**src/rtl/tel_pkg.sv**
```systemverilog
// constants and types for the trace event and resource logic
package tel_pkg;
    // ------------------------------------------------------------
    // event selector layout
    // ------------------------------------------------------------
    localparam int SEL_W       = 17;
    localparam int RES_A_LSB   = 0;
    localparam int RES_B_LSB   = 7;
    localparam int RES_W       = 7;
    localparam int FUNC_LSB    = 14;
    localparam int FUNC_W      = 3;
    localparam int RTYPE_LSB   = 4;
    localparam int RTYPE_W     = 3;
    localparam int RIDX_W      = 4;
    // ------------------------------------------------------------
    // resource types and indices
    // ------------------------------------------------------------
    localparam logic [2:0] RT_WATCH   = 3'h2;
    localparam logic [2:0] RT_COUNTER = 3'h4;
    localparam logic [2:0] RT_STARTSTOP = 3'h5;
    localparam logic [2:0] RT_EXT     = 3'h6;
    localparam logic [3:0] IDX_WATCH_MAX = 4'h3;
    localparam logic [3:0] IDX_EXT_MAX = 4'h1;
    localparam logic [3:0] IDX_SPECIAL = 4'hf;
    localparam logic [16:0] SEL_ALWAYS_TRUE = 17'h0006f;
    // ------------------------------------------------------------
    // boolean function codes
    // ------------------------------------------------------------
    localparam logic [2:0] FN_A        = 3'h0;
    localparam logic [2:0] FN_NA       = 3'h1;
    localparam logic [2:0] FN_A_AND_B  = 3'h2;
    localparam logic [2:0] FN_NA_AND_B = 3'h3;
    localparam logic [2:0] FN_NA_AND_NB = 3'h4;
    localparam logic [2:0] FN_A_OR_B   = 3'h5;
    localparam logic [2:0] FN_NA_OR_B  = 3'h6;
    localparam logic [2:0] FN_NA_OR_NB = 3'h7;
    // ------------------------------------------------------------
    // stream and sizes
    // ------------------------------------------------------------
    localparam int NUM_WATCH   = 4;
    localparam int NUM_EXT     = 2;
    localparam int CTR_W       = 16;
    localparam int TS_W        = 48;
    localparam int TS_BYTES    = 6;
    localparam int ID_W        = 7;
    localparam int SYNC_PERIOD = 1024;
    localparam int BCNT_W      = 10;
    localparam logic [9:0] BCNT_LAST = 10'h3ff;
    localparam logic [3:0] SYNC_LEN  = 4'h6;
    localparam logic [7:0] SYNC_FILL = 8'h00;
    localparam logic [7:0] SYNC_TAIL = 8'h80;
    // arbitrary header code for the timestamp packet
    localparam logic [7:0] TS_HDR    = 8'h42;
    localparam logic [3:0] TS_LEN    = 4'h7;
    localparam logic [3:0] WMASK_ONE  = 4'h1;
    localparam logic [3:0] WMASK_FOUR = 4'hf;

    typedef enum logic [1:0] {
        ST_DATA = 2'b00,
        ST_SYNC = 2'b01,
        ST_TS   = 2'b10
    } tel_state_e;
endpackage

```
**src/rtl/tel_trace_event_logic.sv**
```systemverilog
// event/resource evaluation and trace byte stream with sync and timestamp insertion
// Contract
// - selector holds resource A, B, function fields
// - resource field splits into type and index
// - decode watchpoint inputs and counter at zero
// - decode start/stop, external inputs, constant true
// - combine A and B by function code
// - timestamps are 48-bit unsigned binary
// - fixed sync packet every 1024 output bytes
// - output follows trace bus valid/ready protocol
// - one reduced counter, no other comparators
// - accept four watchpoint match inputs
// - absent comparators never assert
// - start on rise, stop on fall
// - trace only while enable event true; sync and timestamp packets go out regardless
`timescale 1ns/1ps
module tel_trace_event_logic
    import tel_pkg::*;
(
    input  wire logic                 mclk,
    input  wire logic                 rst_b,
    input  wire logic [NUM_WATCH-1:0] wpt_match,
    input  wire logic                 wpt_four_present,
    input  wire logic [NUM_EXT-1:0]   ext_trigger_inputs,
    input  wire logic [NUM_WATCH-1:0] start_sel,
    input  wire logic [NUM_WATCH-1:0] stop_sel,
    input  wire logic [SEL_W-1:0]     trace_enable_event_reg,
    input  wire logic [SEL_W-1:0]     trigger_event_reg,
    input  wire logic                 ctr_load,
    input  wire logic [CTR_W-1:0]     ctr_reload,
    input  wire logic                 ctr_enable,
    input  wire logic [ID_W-1:0]      trace_id,
    input  wire logic [TS_W-1:0]      ts_value,
    input  wire logic                 ts_req,
    input  wire logic                 in_valid,
    output logic                      in_ready,
    input  wire logic [7:0]           in_data,
    output logic                      atvalid,
    input  wire logic                 atready,
    output logic [7:0]                atdata,
    output logic [ID_W-1:0]           atid,
    output logic                      trace_active,
    output logic                      trigger_out,
    output logic                      start_state
);
    // ------------------------------------------------------------
    // resource decode and event evaluation
    // ------------------------------------------------------------
    function automatic logic res_val(input logic [RES_W-1:0] r, input logic [3:0] w,
                                     input logic c0, input logic ss, input logic [1:0] x);
        logic [RTYPE_W-1:0] t;
        logic [RIDX_W-1:0]  i;
        t = r[RTYPE_LSB +: RTYPE_W];
        i = r[RIDX_W-1:0];
        res_val = 1'b0;
        if (t == RT_WATCH && i <= IDX_WATCH_MAX) res_val = w[i[1:0]];
        else if (t == RT_COUNTER && i == 4'h0) res_val = c0;
        else if (t == RT_STARTSTOP && i == IDX_SPECIAL) res_val = ss;
        else if (t == RT_EXT && i <= IDX_EXT_MAX) res_val = x[i[0]];
        else if (t == RT_EXT && i == IDX_SPECIAL) res_val = 1'b1;
    endfunction

    function automatic logic evt_eval(input logic [SEL_W-1:0] s, input logic [3:0] w,
                                      input logic c0, input logic ss, input logic [1:0] x);
        logic a;
        logic b;
        a = res_val(s[RES_A_LSB +: RES_W], w, c0, ss, x);
        b = res_val(s[RES_B_LSB +: RES_W], w, c0, ss, x);
        unique case (s[FUNC_LSB +: FUNC_W])
            FN_A:         evt_eval = a;
            FN_NA:        evt_eval = !a;
            FN_A_AND_B:   evt_eval = a & b;
            FN_NA_AND_B:  evt_eval = !a & b;
            FN_NA_AND_NB: evt_eval = !a & !b;
            FN_A_OR_B:    evt_eval = a | b;
            FN_NA_OR_B:   evt_eval = !a | b;
            FN_NA_OR_NB:  evt_eval = !a | !b;
        endcase
    endfunction

    logic [NUM_EXT-1:0]   ext_s1_r, ext_s2_r, ext_s3_r, ext_r, ext_nxt;
    logic [NUM_WATCH-1:0] wpt_prev_r, wpt_eff;
    logic [CTR_W-1:0]     ctr_r, ctr_nxt;
    logic                 ss_r, ss_nxt, te_r, te_nxt, trg_r, trg_nxt, trgp_r, trgp_nxt;
    logic                 te_evt, trg_evt;

    always_comb begin
        // missing comparators tie low so selectors on them never fire
        wpt_eff = wpt_match & (wpt_four_present ? WMASK_FOUR : WMASK_ONE);
        ext_nxt = ext_r;
        for (int k = 0; k < NUM_EXT; k++) begin
            if (ext_s2_r[k] == ext_s3_r[k]) ext_nxt[k] = ext_s3_r[k];
        end
        ss_nxt = ss_r;
        if (|(stop_sel & wpt_prev_r & ~wpt_eff)) ss_nxt = 1'b0;
        if (|(start_sel & ~wpt_prev_r & wpt_eff)) ss_nxt = 1'b1;
        // single reduced counter: reload and count down, no sequencer
        ctr_nxt = ctr_r;
        if (ctr_load) ctr_nxt = ctr_reload;
        else if (ctr_enable && ctr_r != '0) ctr_nxt = ctr_r - 16'h0001;
        te_evt  = evt_eval(trace_enable_event_reg, wpt_eff, ctr_r == '0, ss_r, ext_r);
        trg_evt = evt_eval(trigger_event_reg, wpt_eff, ctr_r == '0, ss_r, ext_r);
        te_nxt   = te_evt;
        trg_nxt  = trg_evt;
        trgp_nxt = trg_evt & !trg_r;
    end

    always_ff @(posedge mclk or negedge rst_b) begin
        if (!rst_b) begin
            ext_s1_r   <= '0;
            ext_s2_r   <= '0;
            ext_s3_r   <= '0;
            ext_r      <= '0;
            wpt_prev_r <= '0;
            ctr_r      <= '0;
            ss_r       <= 1'b0;
            te_r       <= 1'b0;
            trg_r      <= 1'b0;
            trgp_r     <= 1'b0;
        end else begin
            ext_s1_r   <= ext_trigger_inputs;
            ext_s2_r   <= ext_s1_r;
            ext_s3_r   <= ext_s2_r;
            ext_r      <= ext_nxt;
            wpt_prev_r <= wpt_eff;
            ctr_r      <= ctr_nxt;
            ss_r       <= ss_nxt;
            te_r       <= te_nxt;
            trg_r      <= trg_nxt;
            trgp_r     <= trgp_nxt;
        end
    end

    assign trace_active = te_r;
    assign trigger_out  = trgp_r;
    assign start_state  = ss_r;

    // ------------------------------------------------------------
    // byte generator: data, sync and timestamp packets
    // ------------------------------------------------------------
    tel_state_e        st_r, st_nxt;
    logic [3:0]        idx_r, idx_nxt;
    logic [BCNT_W-1:0] bcnt_r, bcnt_nxt;
    logic              syncp_r, syncp_nxt, tsp_r, tsp_nxt;
    logic [TS_W-1:0]   tsreq_r, tsreq_nxt, tsout_r, tsout_nxt;
    logic              gen_valid, push, buf_ready;
    logic [7:0]        gen_data;

    always_comb begin
        st_nxt    = st_r;
        idx_nxt   = idx_r;
        tsout_nxt = tsout_r;
        gen_valid = 1'b0;
        gen_data  = SYNC_FILL;
        in_ready  = !te_r;
        unique case (st_r)
            ST_DATA: begin
                if (syncp_r) begin
                    st_nxt  = ST_SYNC;
                    idx_nxt = 4'h0;
                end else if (tsp_r) begin
                    st_nxt    = ST_TS;
                    idx_nxt   = 4'h0;
                    tsout_nxt = tsreq_r;
                end else begin
                    gen_valid = in_valid & te_r;
                    gen_data  = in_data;
                    in_ready  = !te_r || buf_ready;
                end
            end
            ST_SYNC: begin
                gen_valid = 1'b1;
                gen_data  = (idx_r == SYNC_LEN - 4'h1) ? SYNC_TAIL : SYNC_FILL;
            end
            ST_TS: begin
                gen_valid = 1'b1;
                // low byte of the 48-bit count goes first
                gen_data  = (idx_r == 4'h0) ? TS_HDR : tsout_r[8*(idx_r-4'h1) +: 8];
            end
        endcase
        push = gen_valid & buf_ready;
        if (push && st_r != ST_DATA) begin
            idx_nxt = idx_r + 4'h1;
            if ((st_r == ST_SYNC && idx_r == SYNC_LEN - 4'h1) ||
                (st_r == ST_TS && idx_r == TS_LEN - 4'h1)) st_nxt = ST_DATA;
        end
        bcnt_nxt  = push ? bcnt_r + 10'h001 : bcnt_r;
        // a new request in the clearing cycle is kept
        syncp_nxt = (push && bcnt_r == BCNT_LAST) | (syncp_r & (st_r != ST_DATA));
        tsp_nxt   = ts_req | (tsp_r & !(st_r == ST_DATA && !syncp_r));
        tsreq_nxt = ts_req ? ts_value : tsreq_r;
    end

    always_ff @(posedge mclk or negedge rst_b) begin
        if (!rst_b) begin
            st_r    <= ST_DATA;
            idx_r   <= 4'h0;
            bcnt_r  <= '0;
            syncp_r <= 1'b0;
            tsp_r   <= 1'b0;
            tsreq_r <= '0;
            tsout_r <= '0;
        end else begin
            st_r    <= st_nxt;
            idx_r   <= idx_nxt;
            bcnt_r  <= bcnt_nxt;
            syncp_r <= syncp_nxt;
            tsp_r   <= tsp_nxt;
            tsreq_r <= tsreq_nxt;
            tsout_r <= tsout_nxt;
        end
    end

    // ------------------------------------------------------------
    // two-entry output buffer toward the trace bus
    // ------------------------------------------------------------
    logic [7:0]      buf_r [2];
    logic [7:0]      buf_nxt [2];
    logic            wp_r, wp_nxt, rp_r, rp_nxt;
    logic [1:0]      cnt_r, cnt_nxt;
    logic [ID_W-1:0] id_r;
    logic            pop;

    always_comb begin
        buf_ready = (cnt_r != 2'h2);
        pop       = (cnt_r != 2'h0) & atready;
        buf_nxt   = buf_r;
        wp_nxt    = wp_r;
        rp_nxt    = rp_r;
        if (push) begin
            buf_nxt[wp_r] = gen_data;
            wp_nxt = !wp_r;
        end
        if (pop) rp_nxt = !rp_r;
        cnt_nxt = cnt_r + {1'b0, push} - {1'b0, pop};
    end

    always_ff @(posedge mclk or negedge rst_b) begin
        if (!rst_b) begin
            buf_r[0] <= 8'h00;
            buf_r[1] <= 8'h00;
            wp_r     <= 1'b0;
            rp_r     <= 1'b0;
            cnt_r    <= 2'h0;
            id_r     <= '0;
        end else begin
            buf_r    <= buf_nxt;
            wp_r     <= wp_nxt;
            rp_r     <= rp_nxt;
            cnt_r    <= cnt_nxt;
            id_r     <= trace_id;
        end
    end

    assign atvalid = (cnt_r != 2'h0);
    assign atdata  = buf_r[rp_r];
    assign atid    = id_r;
endmodule // tel_trace_event_logic

```
**config.mk**
```make
export PLATFORM = sky130hd
export DESIGN_NAME = tel_trace_event_logic
export DESIGN_NICKNAME = d
export VERILOG_FILES = /design/src/rtl/tel_pkg.sv /design/src/rtl/tel_trace_event_logic.sv
export SDC_FILE = /design/constraint.sdc
export NUM_CORES = 1
export LEC_CHECK = 0
export BUFFER_PORTS_ARGS = -buffer_cell sky130_fd_sc_hd__buf_2
export CAP_MARGIN = 20
export CORE_MARGIN = 4
export CORE_UTILIZATION = 45
export DETAILED_ROUTE_END_ITERATION = 8
export HOLD_SLACK_MARGIN = 0.05
export PLACE_DENSITY = 0.64
export SETUP_SLACK_MARGIN = 0.3
export SYNTH_ARGS = -nofsm -noshare
export SYNTH_HDL_FRONTEND = slang
export SYNTH_SLANG_ARGS = --single-unit
```
**constraint.sdc**
```tcl
create_clock -name mclk -period 7.5 [get_ports mclk]
set_clock_uncertainty 0.05 [all_clocks]
set_input_delay 1.125 -clock mclk [delete_from_list [all_inputs] [get_ports mclk]]
set_output_delay 1.125 -clock mclk [all_outputs]
set_load 0.1 [all_outputs]
```
# Word level (Yosys, flattened, before mapping)
# Cells that the tools add are included.
# totals
reg_bits	173
latch_bits	0
ram_bits	0
rom_bits	0
input_bits	135
output_inout_bits	20
wordCells	251
mem_count	0
# classes
add_sub_neg	6
n_mul	0
n_div	0
magnitude_cmp	19
n_eq_ne	42
shifts	1
mux	69
bitwise	30
reduce_logical	60
# op_table
cell	count
8-bit two-way mux	8
3-bit equality test (second input constant)	20
48-bit by 33-bit indexed part select with 8-bit output	1
1-bit two-way mux	39
16-bit two-way mux	2
1-bit logical AND	27
3-bit by 2-bit equality test with 1-bit output (second input constant)	8
8-bit one-hot mux with 3 select lines	1
4-bit bitwise AND	5
4-bit zero test	5
4-bit two-way mux	5
16-bit bitwise mux	1
4-bit equality test (second input constant)	4
4-bit by 1-bit <= comparator with 1-bit output (second input constant)	4
4-bit by 2-bit <= comparator with 1-bit output (second input constant)	4
16-bit zero test	1
1-bit one-hot mux with 8 select lines	2
16-bit nonzero test	1
16-bit by 1-bit subtractor with 16-bit output (second input constant)	1
1-bit bitwise AND	12
2-bit by 3-bit less-than comparator with 1-bit output (second input constant)	4
10-bit by 1-bit adder with 10-bit output (second input constant)	1
10-bit equality test (second input constant)	1
1-bit zero test	10
30 further kinds	60

# Logic depth before layout (Yosys ltp)
# depth
depth_word	11
ltp_mapped	13
depth_no_buf	9

# Least setup slack after synthesis
# Ideal clock, no wire load.
# synth_path
path_kind	register to output
startpoint	register st_r[0]
endpoint	output in_ready
arrival_ps	3400
t_required_ps	6325
setup_slack_ps	2925
stages_incl_launch_ff	7
n_path_buf	1
path_cell_list	dfrtp_1 > inv_1 > ha_1 > clkbuf_1 > inv_1 > or3_1 > o21ai_0
# synth_between
elab_chain_len	2
# synth_lines
item	line	text
start: declaration	tel_trace_event_logic.sv:141	tel_state_e st_r, st_nxt;
start signal: assignment	tel_trace_event_logic.sv:204	st_r <= st_nxt;
2-bit zero test	tel_trace_event_logic.sv:156	unique case (st_r)
1-bit two-way mux	tel_trace_event_logic.sv:156	
end: declaration	tel_trace_event_logic.sv:36	output logic in_ready,
# Every way passes these cells.

# Final worst setup path
# Same ends and word-level chain as after synthesis.

==> flow_metrics.tcl <==
set metrics [dict create \
    place_inst 1049 \
    rsz0062_at_grt "no" \
    cp_slowest_cell "buf_2" \
    area_growth_pct 19.4 \
    min_path_type "register to register" \
    io_buffers 154 \
    rr_endpoint "trace_active" \
    wl_mm 18.1 \
    syn-cell-area_sq_mm 0.00813 \
    place_ws_ns 4.35 \
    gr-total-overflow 0 \
    outcome "finished clean" \
    worstPathRequired_ns 6.32 \
    worstReg2RegStart "ctr_r[0]" \
    nets 992 \
    period_needed_ns 3.55 \
    ys.flop_type "dfrtp_1" \
    htree_levels 4 \
    r2r_cells 9 \
    ir_drop_mv 0.178 \
    wire_per_inst_microns 16.7 \
    cts_tree "yes" \
    crit_path_frequent_cell "inv_1" \
    finalSetupTns_ns 0 \
    crit_fanout 10 \
    grt_first_pass_wirelength_mm 30.8 \
    syn-num-nets 840 \
    synth.yosys.seq_area_share_pct 53.2 \
    power.density_mw_per_mm2 217 \
    syn_avg_cell_area_sq_um 11.7 \
    cp_data_arrival_time_ns 2.38 \
    grt_max_degree 116 \
    slowest_delay_ns 0.45 \
    final-setup-viol-count 0 \
    gp_congestion 0.900 \
    worst_slew_pin_slew_ns 0.907 \
    drc 0 \
    hold_end "ext_s2_r[1]" \
    drt_iter0_drc 327 \
    instances_no_fill 1083 \
    post_cts_buffers 0 \
    clkSinkCount 173 \
    clockBufferDepth 2 \
    maxCapViolCount 0 \
    hpwl_mm 13.1 \
    clock_latency_ns 0.42 \
    cp_cell_sequence "inv_1 -> ha_1 -> inv_1 -> or3_1 -> o21ai_0 -> buf_2" \
    dr.pass1.iters 4 \
    crit_type "register to output pin" \
    relSlewSlack_pct 39.0 \
    fmax_mhz 282 \
    cp-end-kind "output pin" \
    clk_pin_slew_ns 0.07 \
    die_area_sq_mm 0.0203 \
    synth_cells 693 \
    cts_resized 0 \
    ys_seq_elements 173 \
    coreArea_sq_mm 0.0175 \
    leakage_uw 0.00448 \
    hold_path_depth 0 \
    grt_pass1_vias 6307 \
    root_buffer "clkbuf_16" \
    pin_count 155 \
    rows 48 \
    drv_slew 0 \
    cp-start-kind "register" \
    ys_async_sr_fraction_pct 100 \
    setup_slack_ns 3.95 \
    min_from "ext_s1_r[1]" \
    grt_usage_pct 18.7 \
    drive_gt1_share_pct 37.1 \
    hold_viol 0 \
    via_per_inst 5.44 \
    via_count 5894 \
    yosysWarnings 0 \
    r2r_slack_ns 4.76 \
    die_x_microns 142 \
    initial_core_util_pct 46.5 \
    antenna_left 0 \
    synth_edf_count 0 \
    holdBufCountCts 0 \
    post-route-period-util_pct 47.3 \
    die_h_microns 142 \
    antenna_found_initial 0 \
    antennaDiodeCount 0 \
    yosysUniqueCellTypes 67 \
    cts_buffers 17 \
]
## cell usage in the layout, fill, tap and decap left out, types with 8 or more instances in the layout
| master | synthesis | routed |
|---|---|---|
| mux2_2 | 106 | 106 |
| xor2_1 | 11 | 11 |
| o21ai_1 | 12 | 12 |
| o22ai_1 | 11 | 11 |
| nand2_1 | 68 | 68 |
| nor2_1 | 26 | 26 |
| clkbuf_16 | 0 | 17 |
| a21oi_1 | 18 | 18 |
| nor3_1 | 13 | 13 |
| mux4_2 | 8 | 8 |
| nand3_1 | 9 | 8 |
| dfrtp_1 | 173 | 173 |
| inv_1 | 32 | 32 |
| o21ai_0 | 33 | 33 |
| ha_1 | 12 | 12 |
| xnor2_1 | 16 | 16 |
| mux2i_1 | 13 | 13 |
| buf_2 | 2 | 153 |
## metal layers
metal	global-route usage (%)	part of all wire (%)	wire, microns	vias up
met5	0	0	0	-
met3	4.47	4.3	784	28
met1	25.0	44	7940	2926
met4	5.30	1.8	331	0
met2	30.8	50	9070	144
li1	-	-	-	2796
## final cells by class
class	instances	area [sq um]
fill	1523	7760
sequential	173	4330
multi-input combinational	461	3580
timing repair buffer	159	847
clock buffer	20	447
tap	225	282
inverter	33	124
clock inverter	12	100
## sequential cells by signal, indices dropped and copies added (netlist names), 2 cells and up
name,flops
ext_s3_r,2
tsout_r,48
st_r,2
atid,7
bcnt_r,10
wpt_prev_r,4
ext_s1_r,2
ctr_r,16
idx_r,4
ext_r,2
cnt_r,2
ext_s2_r,2
buf_r,16
tsreq_r,48
## synthesized netlist by cell type, types with 4 or more instances
cell type | instances | area [sq um]
o21ai_0 | 33 | 165
nand2b_1 | 4 | 25.0
o22ai_1 | 11 | 68.8
nand3b_1 | 7 | 52.6
ha_1 | 12 | 150
xor2_1 | 11 | 96.3
mux2_2 | 106 | 1190
nor2_1 | 26 | 97.6
buf_1 | 9 | 33.8
inv_1 | 32 | 120
nor3_1 | 13 | 65.1
nand3_1 | 9 | 45.0
mux2i_1 | 13 | 130
dfrtp_1 | 173 | 4330
and3_1 | 4 | 25.0
xnor2_1 | 16 | 140
mux4_2 | 8 | 180
a22oi_1 | 7 | 52.6
o21ai_1 | 12 | 60.1
clkbuf_1 | 15 | 56.3
a21oi_1 | 18 | 90.1
nand2_1 | 68 | 255
nand4_1 | 6 | 37.5
or3_1 | 7 | 43.8
## worst max-delay path, delay by kind of cell, from the launching register on
family                     cells  cell delay [ns]
AOI/OAI and AO/OA              1             0.16
and+or+nand+nor                1             0.34
adders and majority gates      1             0.35
buffers and inverters          3             0.69
DFF                            1             0.40
## where the power goes
part | switching, uW | internal, uW | leakage (uW)
sequential | 44.1 | 985 | 0.00220
clock | 381 | 442 | 0.000261
combinational | 152 | 105 | 0.00201
## through the flow
stage | util (%) | hold slack, ns | total power, uW | cell area [sq um]
6_report | 55.6 | 0.316 | 2110 | 9710
5_1_grt | 55.6 | 0.335 | 2210 | 9710
4_1_cts | 55.3 | 0.324 | 2130 | 9660
3_5_place_dp | 52.2 | 0.299 | 1300 | 9120
3_3_place_gp | 52.2 | 0.286 | 1290 | 9120
2_1_floorplan | - | 0.281 | 1200 | 8130
## kinds of logic after synthesis
family / synth area share [%]
fa+ha+maj: 2.09
flops: 53.2
buf+inv: 2.75
xor+xnor: 2.91
compound gates: 8.77
mux: 18.8
simple gates: 11.5
## worst max path at each step
stage,startpoint,to,slack [ns]
after floorplan,st_r[0],in_ready,2.93
after global placement,st_r[0],in_ready,4.41
after detailed placement,st_r[0],in_ready,4.35
after CTS,st_r[0],in_ready,3.90
after global routing,st_r[0],in_ready,3.73
final,st_r[0],in_ready,3.95
(Power assumes the default switching activity.)
